**config.mk**
```make
export PLATFORM = sky130hd
export DESIGN_NAME = ppsal_regs
export DESIGN_NICKNAME = d
export VERILOG_FILES = /design/src/rtl/ppsal_pkg.sv /design/src/rtl/ppsal_regs.sv /design/src/rtl/ppsal_pulse.sv /design/src/rtl/ppsal_synth_div.sv
export SDC_FILE = /design/constraint.sdc
export NUM_CORES = 1
export LEC_CHECK = 0
export BUFFER_PORTS_ARGS = -buffer_cell sky130_fd_sc_hd__buf_2
export CORE_ASPECT_RATIO = 0.6
export CORE_MARGIN = 5
export CORE_UTILIZATION = 32
export CTS_CLUSTER_DIAMETER = 50
export DETAILED_ROUTE_END_ITERATION = 10
export PLACE_DENSITY = 0.47
export SLEW_MARGIN = 20
export SYNTH_ARGS = -nofsm -noshare
export SYNTH_HDL_FRONTEND = slang
export SYNTH_SLANG_ARGS = --single-unit
export TNS_END_PERCENT = 1
```
**constraint.sdc**
```tcl
create_clock -name clk -period 6.5 [get_ports clk]
set_input_delay 0.65 -clock clk [delete_from_list [all_inputs] [get_ports clk]]
set_output_delay 0.65 -clock clk [all_outputs]
set_load 0.01 [all_outputs]
```
**src/rtl/ppsal_pkg.sv**
```systemverilog
package ppsal_pkg;
	// byte addresses of the register port
	localparam logic [7:0] ADDR_EVT_LO = 8'h07;
	localparam logic [7:0] ADDR_EVT_HI = 8'h08;
	localparam logic [7:0] ADDR_KICK = 8'h35;
	localparam logic [7:0] ADDR_CFG = 8'h45;
	localparam logic [7:0] ADDR_FREQ0 = 8'h46;
	localparam logic [7:0] ADDR_FREQ5 = 8'h4B;
	localparam logic [7:0] ADDR_RATE = 8'h4C;
	localparam logic [7:0] ADDR_WIDE = 8'h4D;
	localparam logic [7:0] ADDR_PW_LO = 8'hA0;
	localparam logic [7:0] ADDR_PW_HI = 8'hA1;
	localparam logic [7:0] ADDR_STG_LO = 8'hA7;
	localparam logic [7:0] ADDR_STG_HI = 8'hA8;
	localparam logic [7:0] ADDR_DIV_LO = 8'hA9;
	localparam logic [7:0] ADDR_DIV_HI = 8'hAA;
	// field layouts
	localparam int FREQ_BYTES = 6;
	localparam int FREQ_N_W = 17;
	localparam int CFG_X_BIT = 0;
	localparam int CFG_Y_BIT = 1;
	localparam int CFG_BW_LSB = 2;
	localparam int EVT_MODE_BIT = 0;
	localparam int KICK_BIT = 0;
	localparam int WIDE_BIT = 0;
	localparam logic [7:0] CFG_MASK = 8'h0F;
	localparam logic [15:0] EVT_MASK = 16'h0001;
	// reset values
	localparam logic [11:0] PW_RESET = 12'h00A;
	localparam logic [7:0] CFG_RESET = 8'h00;
	localparam logic [15:0] DIV_RESET = 16'h0001;
	// timing
	localparam int CLK_PERIOD_NS = 40;
	localparam int US_NS = 1000;
	localparam int CYC_PER_US = (US_NS + CLK_PERIOD_NS - 1) / CLK_PERIOD_NS;
	localparam int RATE_STEP_PS = 10;
	localparam int WIDE_SHIFT = 4;
	typedef enum logic [1:0] {
		BW_NORMAL = 2'b00,
		BW_SLOWER = 2'b01,
		BW_SLOWEST = 2'b10,
		BW_FASTER = 2'b11
	} ppsal_bw_t;
	typedef enum logic [1:0] {
		LOOP_IDLE = 2'b00,
		LOOP_BUILD = 2'b01,
		LOOP_ALIGNED = 2'b10
	} ppsal_loop_t;
endpackage : ppsal_pkg

```
**src/rtl/ppsal_regs.sv**
```systemverilog
// Operation
// - event interrupt pin is active while any event status bit is set
// - once active the pin stays until the pending bits are cleared
// - status write clears bits written one, keeps bits written zero
// - bit 0 sets on every loop mode change; bits 15 to 1 reserved
// - reading event status returns it without changing it
// - pps output pulse lasts width setting microseconds, reset value 10
// - synth output is the stage clock divided by a 16-bit post divider
// - only 8 kHz multiple outputs are aligned to the pps rising edge
// - aligned frequency is low 17 bits n, giving n times 8 kHz
// - after loop start a build-out moves outputs toward pps alignment
// - default build-out rate 10 ps/s to 2.55 ns/s from rate setting
// - wide-range mode speeds up build-out, changes rate interpretation
// - config bit 0 aligns x chain, bit 1 aligns y chain
// - config bits 3:2 pick bandwidth shift speed; bits 7:4 reserved
// - alignment lines up chain, synth and pps outputs to pps edge
// - non run-time settings are ignored once the loop is kicked off
`timescale 1ns/100ps
module ppsal_regs #(
	parameter int MODE_W = 3,
	parameter int DIV_W = 16
) (
	// clock and reset
	input wire logic clk,
	input wire logic reset_n,
	// register port
	input wire logic [7:0] reg_addr,
	input wire logic reg_wr,
	input wire logic reg_rd,
	input wire logic [7:0] reg_wdata,
	output logic [7:0] reg_rdata,
	// timing loop side
	input wire logic [MODE_W-1:0] timing_loop_mode,
	input wire logic pps_in,
	input wire logic stage_tick,
	input wire logic align_done,
	// event and clock outputs
	output logic event_irq_pin,
	output logic pps_out,
	output logic synth_out,
	// alignment control
	output logic loop_running,
	output logic x_align_en,
	output logic y_align_en,
	output ppsal_pkg::ppsal_bw_t bw_shift_speed,
	output logic [ppsal_pkg::FREQ_N_W-1:0] align_freq_n,
	output logic [15:0] buildout_step_ps,
	output logic buildout_step_valid,
	output logic [15:0] stage_setting
);
	import ppsal_pkg::*;

	logic [15:0] event_status_q, event_status_d;
	logic event_irq_q;
	logic [MODE_W-1:0] mode_q;
	logic mode_seen_q, mode_chg;
	logic run_q;
	logic [7:0] cfg_q, rate_q;
	logic wide_q;
	logic [47:0] freq_q;
	logic [11:0] pw_q;
	logic [15:0] stage_q;
	logic [DIV_W-1:0] div_q;
	logic pps_in_q, pps_rise;
	ppsal_loop_t loop_q;
	logic [15:0] step_q;
	logic step_vld_q;
	logic [7:0] rdata_q, rdata_d;
	logic cfg_wr_ok, evt_wr, align_ok;
	logic [7:0] freq_idx;

	assign evt_wr = reg_wr && reg_addr == ADDR_EVT_LO;
	assign cfg_wr_ok = reg_wr && !run_q;
	assign pps_rise = pps_in && !pps_in_q;
	assign mode_chg = mode_seen_q && timing_loop_mode != mode_q;
	assign freq_idx = reg_addr - ADDR_FREQ0;
	// a zero count means no 8 kHz multiple is set, so nothing aligns
	assign align_ok = run_q && (cfg_q[CFG_X_BIT] || cfg_q[CFG_Y_BIT]) &&
		freq_q[FREQ_N_W-1:0] != '0;

	// loop mode watcher
	always_ff @(posedge clk or negedge reset_n) begin
		if (!reset_n) begin
			mode_q <= '0;
			mode_seen_q <= 1'b0;
			pps_in_q <= 1'b0;
		end else begin
			mode_q <= timing_loop_mode;
			mode_seen_q <= 1'b1;
			pps_in_q <= pps_in;
		end
	end

	// event status: a change in the same cycle as a clear still lands
	always_comb begin
		event_status_d = event_status_q;
		if (evt_wr) begin
			event_status_d[7:0] = event_status_q[7:0] & ~reg_wdata;
		end
		if (mode_chg) begin
			event_status_d[EVT_MODE_BIT] = 1'b1;
		end
		event_status_d = event_status_d & EVT_MASK;
	end

	always_ff @(posedge clk or negedge reset_n) begin
		if (!reset_n) begin
			event_status_q <= 16'h0000;
			event_irq_q <= 1'b0;
		end else begin
			event_status_q <= event_status_d;
			event_irq_q <= |event_status_d;
		end
	end

	// kickoff is sticky until reset
	always_ff @(posedge clk or negedge reset_n) begin
		if (!reset_n) begin
			run_q <= 1'b0;
		end else if (reg_wr && reg_addr == ADDR_KICK &&
			reg_wdata[KICK_BIT]) begin
			run_q <= 1'b1;
		end
	end

	// setup registers, frozen after kickoff
	always_ff @(posedge clk or negedge reset_n) begin
		if (!reset_n) begin
			cfg_q <= CFG_RESET;
			rate_q <= 8'h00;
			wide_q <= 1'b0;
			pw_q <= PW_RESET;
			stage_q <= 16'h0000;
			div_q <= DIV_W'(DIV_RESET);
		end else if (cfg_wr_ok) begin
			case (reg_addr)
				ADDR_CFG: cfg_q <= reg_wdata & CFG_MASK;
				ADDR_RATE: rate_q <= reg_wdata;
				ADDR_WIDE: wide_q <= reg_wdata[WIDE_BIT];
				ADDR_PW_LO: pw_q[7:0] <= reg_wdata;
				ADDR_PW_HI: pw_q[11:8] <= reg_wdata[3:0];
				ADDR_STG_LO: stage_q[7:0] <= reg_wdata;
				ADDR_STG_HI: stage_q[15:8] <= reg_wdata;
				ADDR_DIV_LO: div_q[7:0] <= reg_wdata;
				ADDR_DIV_HI: div_q[15:8] <= reg_wdata;
				default: begin
				end
			endcase
		end
	end

	// run-time aligned frequency, writable at any time
	generate
		for (genvar b = 0; b < FREQ_BYTES; b++) begin : g_freq
			always_ff @(posedge clk or negedge reset_n) begin
				if (!reset_n) begin
					freq_q[b*8 +: 8] <= 8'h00;
				end else if (reg_wr && freq_idx == 8'(b)) begin
					freq_q[b*8 +: 8] <= reg_wdata;
				end
			end
		end
	endgenerate

	// build-out sequencer
	always_ff @(posedge clk or negedge reset_n) begin
		if (!reset_n) begin
			loop_q <= LOOP_IDLE;
		end else begin
			case (loop_q)
				LOOP_IDLE: if (align_ok) loop_q <= LOOP_BUILD;
				LOOP_BUILD: if (align_done) loop_q <= LOOP_ALIGNED;
				LOOP_ALIGNED: if (!align_done) loop_q <= LOOP_BUILD;
				default: loop_q <= LOOP_IDLE;
			endcase
		end
	end

	// one phase step per second; wide mode scales the same setting up
	always_ff @(posedge clk or negedge reset_n) begin
		if (!reset_n) begin
			step_q <= 16'h0000;
			step_vld_q <= 1'b0;
		end else begin
			step_vld_q <= pps_rise && loop_q == LOOP_BUILD;
			if (pps_rise && loop_q == LOOP_BUILD) begin
				step_q <= wide_q ?
					16'((16'(rate_q) * 16'(RATE_STEP_PS)) << WIDE_SHIFT) :
					16'(16'(rate_q) * 16'(RATE_STEP_PS));
			end
		end
	end

	// read data, no side effect on any register
	always_comb begin
		rdata_d = 8'h00;
		case (reg_addr)
			ADDR_EVT_LO: rdata_d = event_status_q[7:0];
			ADDR_EVT_HI: rdata_d = event_status_q[15:8];
			ADDR_KICK: rdata_d = {7'h00, run_q};
			ADDR_CFG: rdata_d = cfg_q;
			ADDR_RATE: rdata_d = rate_q;
			ADDR_WIDE: rdata_d = {6'h00, loop_q == LOOP_ALIGNED, wide_q};
			ADDR_PW_LO: rdata_d = pw_q[7:0];
			ADDR_PW_HI: rdata_d = {4'h0, pw_q[11:8]};
			ADDR_STG_LO: rdata_d = stage_q[7:0];
			ADDR_STG_HI: rdata_d = stage_q[15:8];
			ADDR_DIV_LO: rdata_d = div_q[7:0];
			ADDR_DIV_HI: rdata_d = div_q[15:8];
			default: begin
				if (reg_addr >= ADDR_FREQ0 && reg_addr <= ADDR_FREQ5) begin
					rdata_d = freq_q[freq_idx[2:0]*8 +: 8];
				end
			end
		endcase
	end

	always_ff @(posedge clk or negedge reset_n) begin
		if (!reset_n) begin
			rdata_q <= 8'h00;
		end else if (reg_rd) begin
			rdata_q <= rdata_d;
		end
	end

	// registered so the enable pins never glitch on a config write
	logic x_en_q, y_en_q;

	always_ff @(posedge clk or negedge reset_n) begin
		if (!reset_n) begin
			x_en_q <= 1'b0;
			y_en_q <= 1'b0;
		end else begin
			x_en_q <= cfg_q[CFG_X_BIT] && align_ok;
			y_en_q <= cfg_q[CFG_Y_BIT] && align_ok;
		end
	end

	// output stages
	ppsal_pulse u_pulse (
		.clk(clk),
		.reset_n(reset_n),
		.pps_rise(pps_rise),
		.width_us(pw_q),
		.pps_out_q(pps_out)
	);

	ppsal_synth_div #(.DIV_W(DIV_W)) u_synth (
		.clk(clk),
		.reset_n(reset_n),
		.stage_tick(stage_tick),
		.post_div(div_q),
		.align_edge(pps_rise && align_ok),
		.synth_out_q(synth_out)
	);

	assign event_irq_pin = event_irq_q;
	assign reg_rdata = rdata_q;
	assign loop_running = run_q;
	assign x_align_en = x_en_q;
	assign y_align_en = y_en_q;
	assign bw_shift_speed = ppsal_bw_t'(cfg_q[CFG_BW_LSB +: 2]);
	assign align_freq_n = freq_q[FREQ_N_W-1:0];
	assign buildout_step_ps = step_q;
	assign buildout_step_valid = step_vld_q;
	assign stage_setting = stage_q;
endmodule : ppsal_regs

```
**src/rtl/ppsal_pulse.sv**
```systemverilog
`timescale 1ns/100ps
module ppsal_pulse (
	// clock and reset
	input wire logic clk,
	input wire logic reset_n,
	// control
	input wire logic pps_rise,
	input wire logic [11:0] width_us,
	// output
	output logic pps_out_q
);
	import ppsal_pkg::*;
	localparam logic [7:0] US_LAST = 8'(CYC_PER_US - 1);
	logic [7:0] cyc_q;
	logic [11:0] us_q;
	logic [19:0] hi_len_q;

	// width counted in whole microseconds from the incoming edge
	always_ff @(posedge clk or negedge reset_n) begin
		if (!reset_n) begin
			pps_out_q <= 1'b0;
			cyc_q <= 8'h00;
			us_q <= 12'h000;
		end else if (pps_rise) begin
			pps_out_q <= (width_us != 12'h000);
			cyc_q <= 8'h00;
			us_q <= 12'h000;
		end else if (pps_out_q) begin
			if (cyc_q == US_LAST) begin
				cyc_q <= 8'h00;
				us_q <= us_q + 12'h001;
				if (us_q + 12'h001 >= width_us) begin
					pps_out_q <= 1'b0;
				end
			end else begin
				cyc_q <= cyc_q + 8'h01;
			end
		end
	end

	// cycles the pulse has stood since its start edge, for the length check
	always_ff @(posedge clk or negedge reset_n) begin
		if (!reset_n) begin
			hi_len_q <= 20'h00000;
		end else if (pps_rise) begin
			hi_len_q <= 20'h00000;
		end else if (pps_out_q) begin
			hi_len_q <= hi_len_q + 20'h00001;
		end
	end
endmodule : ppsal_pulse

```
**src/rtl/ppsal_synth_div.sv**
```systemverilog
`timescale 1ns/100ps
module ppsal_synth_div #(
	parameter int DIV_W = 16
) (
	// clock and reset
	input wire logic clk,
	input wire logic reset_n,
	// stage tick and settings
	input wire logic stage_tick,
	input wire logic [DIV_W-1:0] post_div,
	input wire logic align_edge,
	// output
	output logic synth_out_q
);
	logic [DIV_W-1:0] cnt_q;
	logic [DIV_W-1:0] div_eff;
	logic [DIV_W-1:0] half;

	// zero divider behaves as divide by one
	assign div_eff = (post_div == '0) ? DIV_W'(1) : post_div;
	// one extra bit so the largest divider does not wrap to zero
	assign half = DIV_W'(({1'b0, div_eff} + {{DIV_W{1'b0}}, 1'b1}) >> 1);

	always_ff @(posedge clk or negedge reset_n) begin
		if (!reset_n) begin
			cnt_q <= '0;
			synth_out_q <= 1'b0;
		end else if (align_edge) begin
			cnt_q <= '0;
			synth_out_q <= 1'b1;
		end else if (stage_tick) begin
			if (cnt_q + DIV_W'(1) >= div_eff) begin
				cnt_q <= '0;
				synth_out_q <= 1'b1;
			end else begin
				cnt_q <= cnt_q + DIV_W'(1);
				synth_out_q <= (cnt_q + DIV_W'(1)) < half;
			end
		end
	end
endmodule : ppsal_synth_div

```
# [Word level (Yosys, flattened, before mapping)]
# Index checks and enable logic that the tools add are counted.
[op_classes] n_addsub=5 n_mul=1 div_mod_pow=0 magnitude_cmp=5 n_eq_ne=24 shifts=1 muxes=26 n_bitwise=2 reduce_logical=42
[op_table] op="one-hot mux 8 bit (12 select lines)" n=1
[op_table] op="two-way mux 16 bit" n=5
[op_table] op="== test 8 bit, second input constant" n=6
[op_table] op="variable part select 48 x 7 -> 8 bit" n=1
[op_table] op="two-way mux 12 bit" n=3
[op_table] op="two-way mux 8 bit" n=4
[op_table] op="== test 8 x 3 -> 1 bit, second input constant" n=3
[op_table] op="== test 8 x 7 -> 1 bit, second input constant" n=3
[op_table] op="AND reduction 2 bit" n=10
[op_table] op="logical AND 1 bit" n=19
[op_table] op="adder 16 x 1 -> 17 bit, second input constant" n=1
[op_table] op="nonzero test 17 bit" n=1
[op_table] op="adder 16 x 1 -> 16 bit, second input constant" n=1
[op_table] op="== test 8 x 2 -> 1 bit, second input constant" n=2
[op_table] op="greater-or-equal comparator 16 bit" n=1
[op_table] op="zero test 16 bit" n=1
[op_table] op="less-than comparator 16 bit" n=1
[op_table] op="adder 12 x 1 -> 12 bit, second input constant" n=1
[op_table] op="greater-or-equal comparator 12 bit" n=1
[op_table] op="nonzero test 12 bit" n=1
[op_table] op="multiplier 8 x 3 -> 11 bit, second input constant" n=1
[op_table] op="two-way mux 1 bit" n=9
[op_table] op="adder 8 x 1 -> 8 bit, second input constant" n=1
[op_table] op="== test 8 x 1 -> 1 bit, second input constant" n=1
[op_table] op="20 further kinds" n=28
[totals] register_bits=179 latchBits=0 ramBits=0 mem_bits_ro=0 output_inout_bits=66 wordCells=137 mem_count=0

# [Depth between registers and ports, before layout]
[depth] depth_word=7 ltp_mapped=14 ltp_nobuf=13

# [Hierarchy]
# From an unflattened synthesis, not the netlist that was laid out.
[hier_totals] hier_cells=976 hier_area_um2=10687.8
[modules_own_cells] mod="ppsal_regs" instances=1 cells_per_inst=590 area_each_um2=7133.1 seq_area_each_um2=3507.1
[modules_own_cells] mod="ppsal_synth_div" instances=1 cells_per_inst=227 area_each_um2=2082.0 seq_area_each_um2=425.4
[modules_own_cells] mod="ppsal_pulse" instances=1 cells_per_inst=159 area_each_um2=1472.7 seq_area_each_um2=525.5

# [Worst setup path after synthesis]
# Ideal clock, no wire load.
[synth_timing] path_type="register to register" from="reg div_q[0]" to="reg u_synth.synth_out_q" setup_time_ps=77 arrival_ps=2956 t_required_ps=6423 path_slack_ps=3466 stages_incl_launch_ff=13 period_less_slack_ps=3034 cell_sequence="dfstp_2 nand3_1 nor3_1 nand3_1 nor4_1 nand2_1 xnor2_1 ha_1 nand3_1 o21bai_1 a21oi_1 or4_1 a21oi_1"
[synth_between] elab_chain_len=7
[synth_lines] element="from (decl)" line="ppsal_regs.sv:63" text="logic [DIV_W-1:0] div_q;"
[synth_lines] element="from (signal assigned)" line="ppsal_regs.sv:134" text="div_q <= DIV_W'(DIV_RESET);"
[synth_lines] element="from (signal assigned)" line="ppsal_regs.sv:144" text="ADDR_DIV_LO: div_q[7:0] <= reg_wdata;"
[synth_lines] element="zero test 16 bit" line="ppsal_synth_div.sv:20" text="assign div_eff = (post_div == '0) ? DIV_W'(1) : post_div;"
[synth_lines] element="two-way mux 16 bit *" line="ppsal_synth_div.sv:20"
[synth_lines] element="adder 16 x 1 -> 17 bit" line="ppsal_synth_div.sv:22" text="assign half = DIV_W'(({1'b0, div_eff} + {{DIV_W{1'b0}}, 1'b1}) >> 1);"
[synth_lines] element="less-than comparator 16 bit" line="ppsal_synth_div.sv:37" text="synth_out_q <= (cnt_q + DIV_W'(1)) < half;"
[synth_lines] element="two-way mux 1 bit *" line="ppsal_synth_div.sv:32" text="if (cnt_q + DIV_W'(1) >= div_eff) begin"
[synth_lines] element="two-way mux 1 bit *" line="ppsal_synth_div.sv:31" text="end else if (stage_tick) begin"
[synth_lines] element="two-way mux 1 bit *" line="ppsal_synth_div.sv:28" text="end else if (align_edge) begin"
[synth_lines] element="to (signal assigned)" line="ppsal_synth_div.sv:37"
[synth_lines] element="to (decl)" line="ppsal_synth_div.sv:13" text="output logic synth_out_q"
# Every way passes the cells marked *; elsewhere a longest branch is shown, timed or not. The select of a mux whose other input is x is not followed.
# A chain may end at the register's enable or synchronous reset.

# [Worst setup path after layout]
[layout_timing] from="reg u_synth.cnt_q[0]" to="reg u_synth.cnt_q[0]"
[layout_between] elab_chain_len=5
[layout_lines] element="from (decl)" line="ppsal_synth_div.sv:15" text="logic [DIV_W-1:0] cnt_q;"
[layout_lines] element="from (signal assigned)" line="ppsal_synth_div.sv:36" text="cnt_q <= cnt_q + DIV_W'(1);"
[layout_lines] element="adder 16 x 1 -> 16 bit *" line="ppsal_synth_div.sv:32, ppsal_synth_div.sv:36"
[layout_lines] element="greater-or-equal comparator 16 bit" line="ppsal_synth_div.sv:32"
[layout_lines] element="two-way mux 16 bit *" line="ppsal_synth_div.sv:32"
[layout_lines] element="two-way mux 16 bit *" line="ppsal_synth_div.sv:31"
[layout_lines] element="two-way mux 16 bit *" line="ppsal_synth_div.sv:28"
# Marked as above.

==> impl_results.md <==
- Status: finished, final reports clean
- Final WS setup: 2.91 ns
- Most common cell after layout, fill and taps aside: dfrtp_1
- Worst vdd ir: 0.000187 V
- Number of global-route vias before repair: 7659
- CTS tree: done
- Initial antenna violation count: 2
- Core Rows: 51
- Max-slew violation count: 0
- Post-synth top area share: 41.8%
- Avg Vias per Cell: 5.29
- Mapped Area: 10500 µm²
- Initial Utilization: 32.4%
- NetSw: 803 µW
- Setup crit end kind: flop
- Sequential Power Share: 44.3%
- Primary FF master, synth: dfrtp_1
- Fmax: 278 MHz
- Crit-path leading delay family: simple AND/OR/NAND/NOR gates
- Via count: 7966
- Overall Global Routing Usage: 16.9%
- CP dominant cell by count: ha_1
- CTS Hold Bufs: 0
- Total grt overflow: 0
- Worst skew pair latency: 0.45 ns
- CTS Sinks: 178
- CP peak stage delay: 0.61 ns
- Footprint of the multi-input gates: 5510 µm²
- Root Driver: clkbuf_16
- Post-layout min period: 3.59 ns
- Synth top area cells: dfrtp_1 (42%), mux2_2 (10%), ha_1 (7.2%), nand2_1 (3.3%), o21ai_0 (2.4%)
- Unique masters post-synth: 67
- Die area: 36600 µm²
- Most frequent cells in the layout: dfrtp_1 (175), mux2_2 (96), nand2_1 (91), buf_2 (89), ha_1 (60)
- Register area: 4460 µm²
- Total power per unit cell area: 240 nW/µm²
- Post-Syn Nets: 1109
- Area grow syn2layout: 12.8%
- CP max FO: 11
- WP data arrival: 3.98 ns
- Async S/R FF share, synth: 100%
- Post-synth EDFFs: 0
- Setup crit start kind: flop
- WP data required: 6.89 ns
- Synth Register Bits: 178
- DIE HEIGHT: 150 µm
- Residual DRC: 0
- Final TNS setup: 0 ns
- Resize count post-CTS: 0
- CP max-delay cell: nor2_1
- Slew headroom: 25.6%
- Hold Vio Cnt, Final: 0
- Setup violations, final: 0
- Core Box Area: 32400 µm²
- Area leader, netlist: dfrtp_1
- Clk network pwr share: 39.7%
- Period utilisation layout: 55.3%
- RSZ-0062 raised after global routing: false
- Yosys warnings: 0
- Die X: 244 µm
- WL final: 30.3 mm
- H-tree levels: 4
- Final Power: 2.84 mW
- Pin count of the biggest net entering global routing: 108
- Worst-case reg-to-reg path depth: 12
- Critical path, cell by cell: ha_1, and3_1, nand3_1, or2_2, nand2_1, ha_1, or4_1, a21oi_1, o21ai_0, a31o_2, nor2_1, mux2_2
- Power share of the combinational group: 15.9%
- MaxCap Viol Count: 0
- Fraction of layout cells with a size suffix above 1: 23.2%
- Avg Cell Area, Syn: 10.3 µm²
- Input/output buffers: 90
- Layout Nets: 1156
- LEAKAGE: 5.75 nW
- First drt pass iteration count: 5
- Post-CTS setup buffer count: 0
- Clk buf depth: 2
- Clock transition at the registers of the reported paths: 0.07 ns
- Worst Path Class, Setup: reg -> reg
- Ant diodes: 0
- Measured slew at the worst slew-check pin: 1.11 ns
- Post-synthesis sequential area ratio: 42.6%
- Top Ports: 92
- Initial drt markers: 576
- Post-Synthesis Cells: 1022
- Filler instances: 3230
- Place WS: 2.95 ns
- Routability cong.: 0.874
- CP Depth: 12
- Final Skew: 0.00823 ns
- Routed WL per cell: 20.1 µm
- HP Class: in -> async
- Post-detail-place hpwl: 22.4 mm
- Buffers plus inverters on the worst setup path: 0
- Antenna viol nets, final: 0
- Switching share of power: 28.3%
- CTS Buf Count: 17
- Global-route wire length before repair: 47.4 mm
- Internal: 2.03 mW
==> cell usage after synthesis (all sizes together), types with 11 or more instances <==
cell / count
o22ai: 11
o21ai: 51
a21o: 16
inv: 45
nor4: 16
nand2: 92
nor3: 21
dfrtp: 175
a211oi: 11
a22o: 13
buf: 28
mux2: 96
xnor2: 29
nand3: 27
nand4: 20
and3: 19
a21oi: 35
nor2: 51
mux2i: 14
xor2: 24
clkbuf: 40
ha: 60
nor2b: 11
==> power by group through the flow <==
stage / sequential [mW] / combinational, mW / clock (mW)
finish: 1.26 / 0.452 / 1.13
global route: 1.27 / 0.509 / 1.21
CTS: 1.26 / 0.456 / 1.16
detailed placement: 1.28 / 0.454 / 0
global placement: 1.28 / 0.449 / 0
floorplan: 1.26 / 0.296 / 0
==> cell type report <==
cell class	count	area share [%]
clock inverter	9	1.30
multi-input combinational	730	46.6
inverter	46	1.46
timing repair buffer	96	4.37
sequential	178	37.7
clock buffer	22	4.01
tap	424	4.49
==> cell families after synthesis <==
kind of cell | after synthesis | share of synthesized area (%)
and+or+nand+nor | 310 | 15.3
AOI/OAI and AO/OA | 184 | 11.5
DFF | 178 | 42.6
muxes | 120 | 13.8
buffers and inverters | 114 | 4.90
adders and majority gates | 61 | 7.36
xor gates and xnor gates | 53 | 4.43
other | 2 | 0.0717
==> state kept, by name, indices dropped and copies added (netlist names), 2 cells and up <==
name and flops:
div_q 16, pw_q 12, u_synth.cnt_q 16, loop_q 2, buildout_step_ps 15, rate_q 8
stage_setting 16, freq_q 31, u_pulse.cyc_q 8, align_freq_n 17, reg_rdata 8, u_pulse.us_q 12
mode_q 3, cfg_q 4
==> through the flow <==
step                utilization [%]  cells  instance area [µm²]  hold WS, ns
floorplan                         -   1022                10500        0.354
global placement               34.5   1473                11200        0.452
detailed placement             34.5   1473                11200        0.451
CTS                            36.5   1504                11800        0.303
global route                   36.5   1505                11800        0.304
finish                         36.5   1505                11800        0.319
==> metal layers <==
layer	track usage [%]	wire length, µm	up-vias
li1	-	-	3786
met1	26.6	16200	3979
met2	22.7	11900	176
met3	4.67	1830	23
met4	3.97	352	2
met5	0	10	-
==> path summary, 6_finish.rpt <==
check,from,to,slack (ns)
min in group clk,timing_loop_mode[0],mode_q[0]$_DFF_PN0_,0.33
min reg2reg,buildout_step_ps[4]$_DFFE_PN0P_,buildout_step_ps[4]$_DFFE_PN0P_,0.46
max,u_synth.cnt_q[0]$_DFFE_PN0P_,u_synth.cnt_q[0]$_DFFE_PN0P_,2.91
min,reset_n,align_freq_n[6]$_DFFE_PN0P_,0.32
max in group asynchronous,reset_n,buildout_step_ps[13]$_DFFE_PN0P_,4.85
max reg2reg,u_synth.cnt_q[0]$_DFFE_PN0P_,u_synth.cnt_q[0]$_DFFE_PN0P_,2.91
Note: power is estimated with default switching activity, not from simulation.
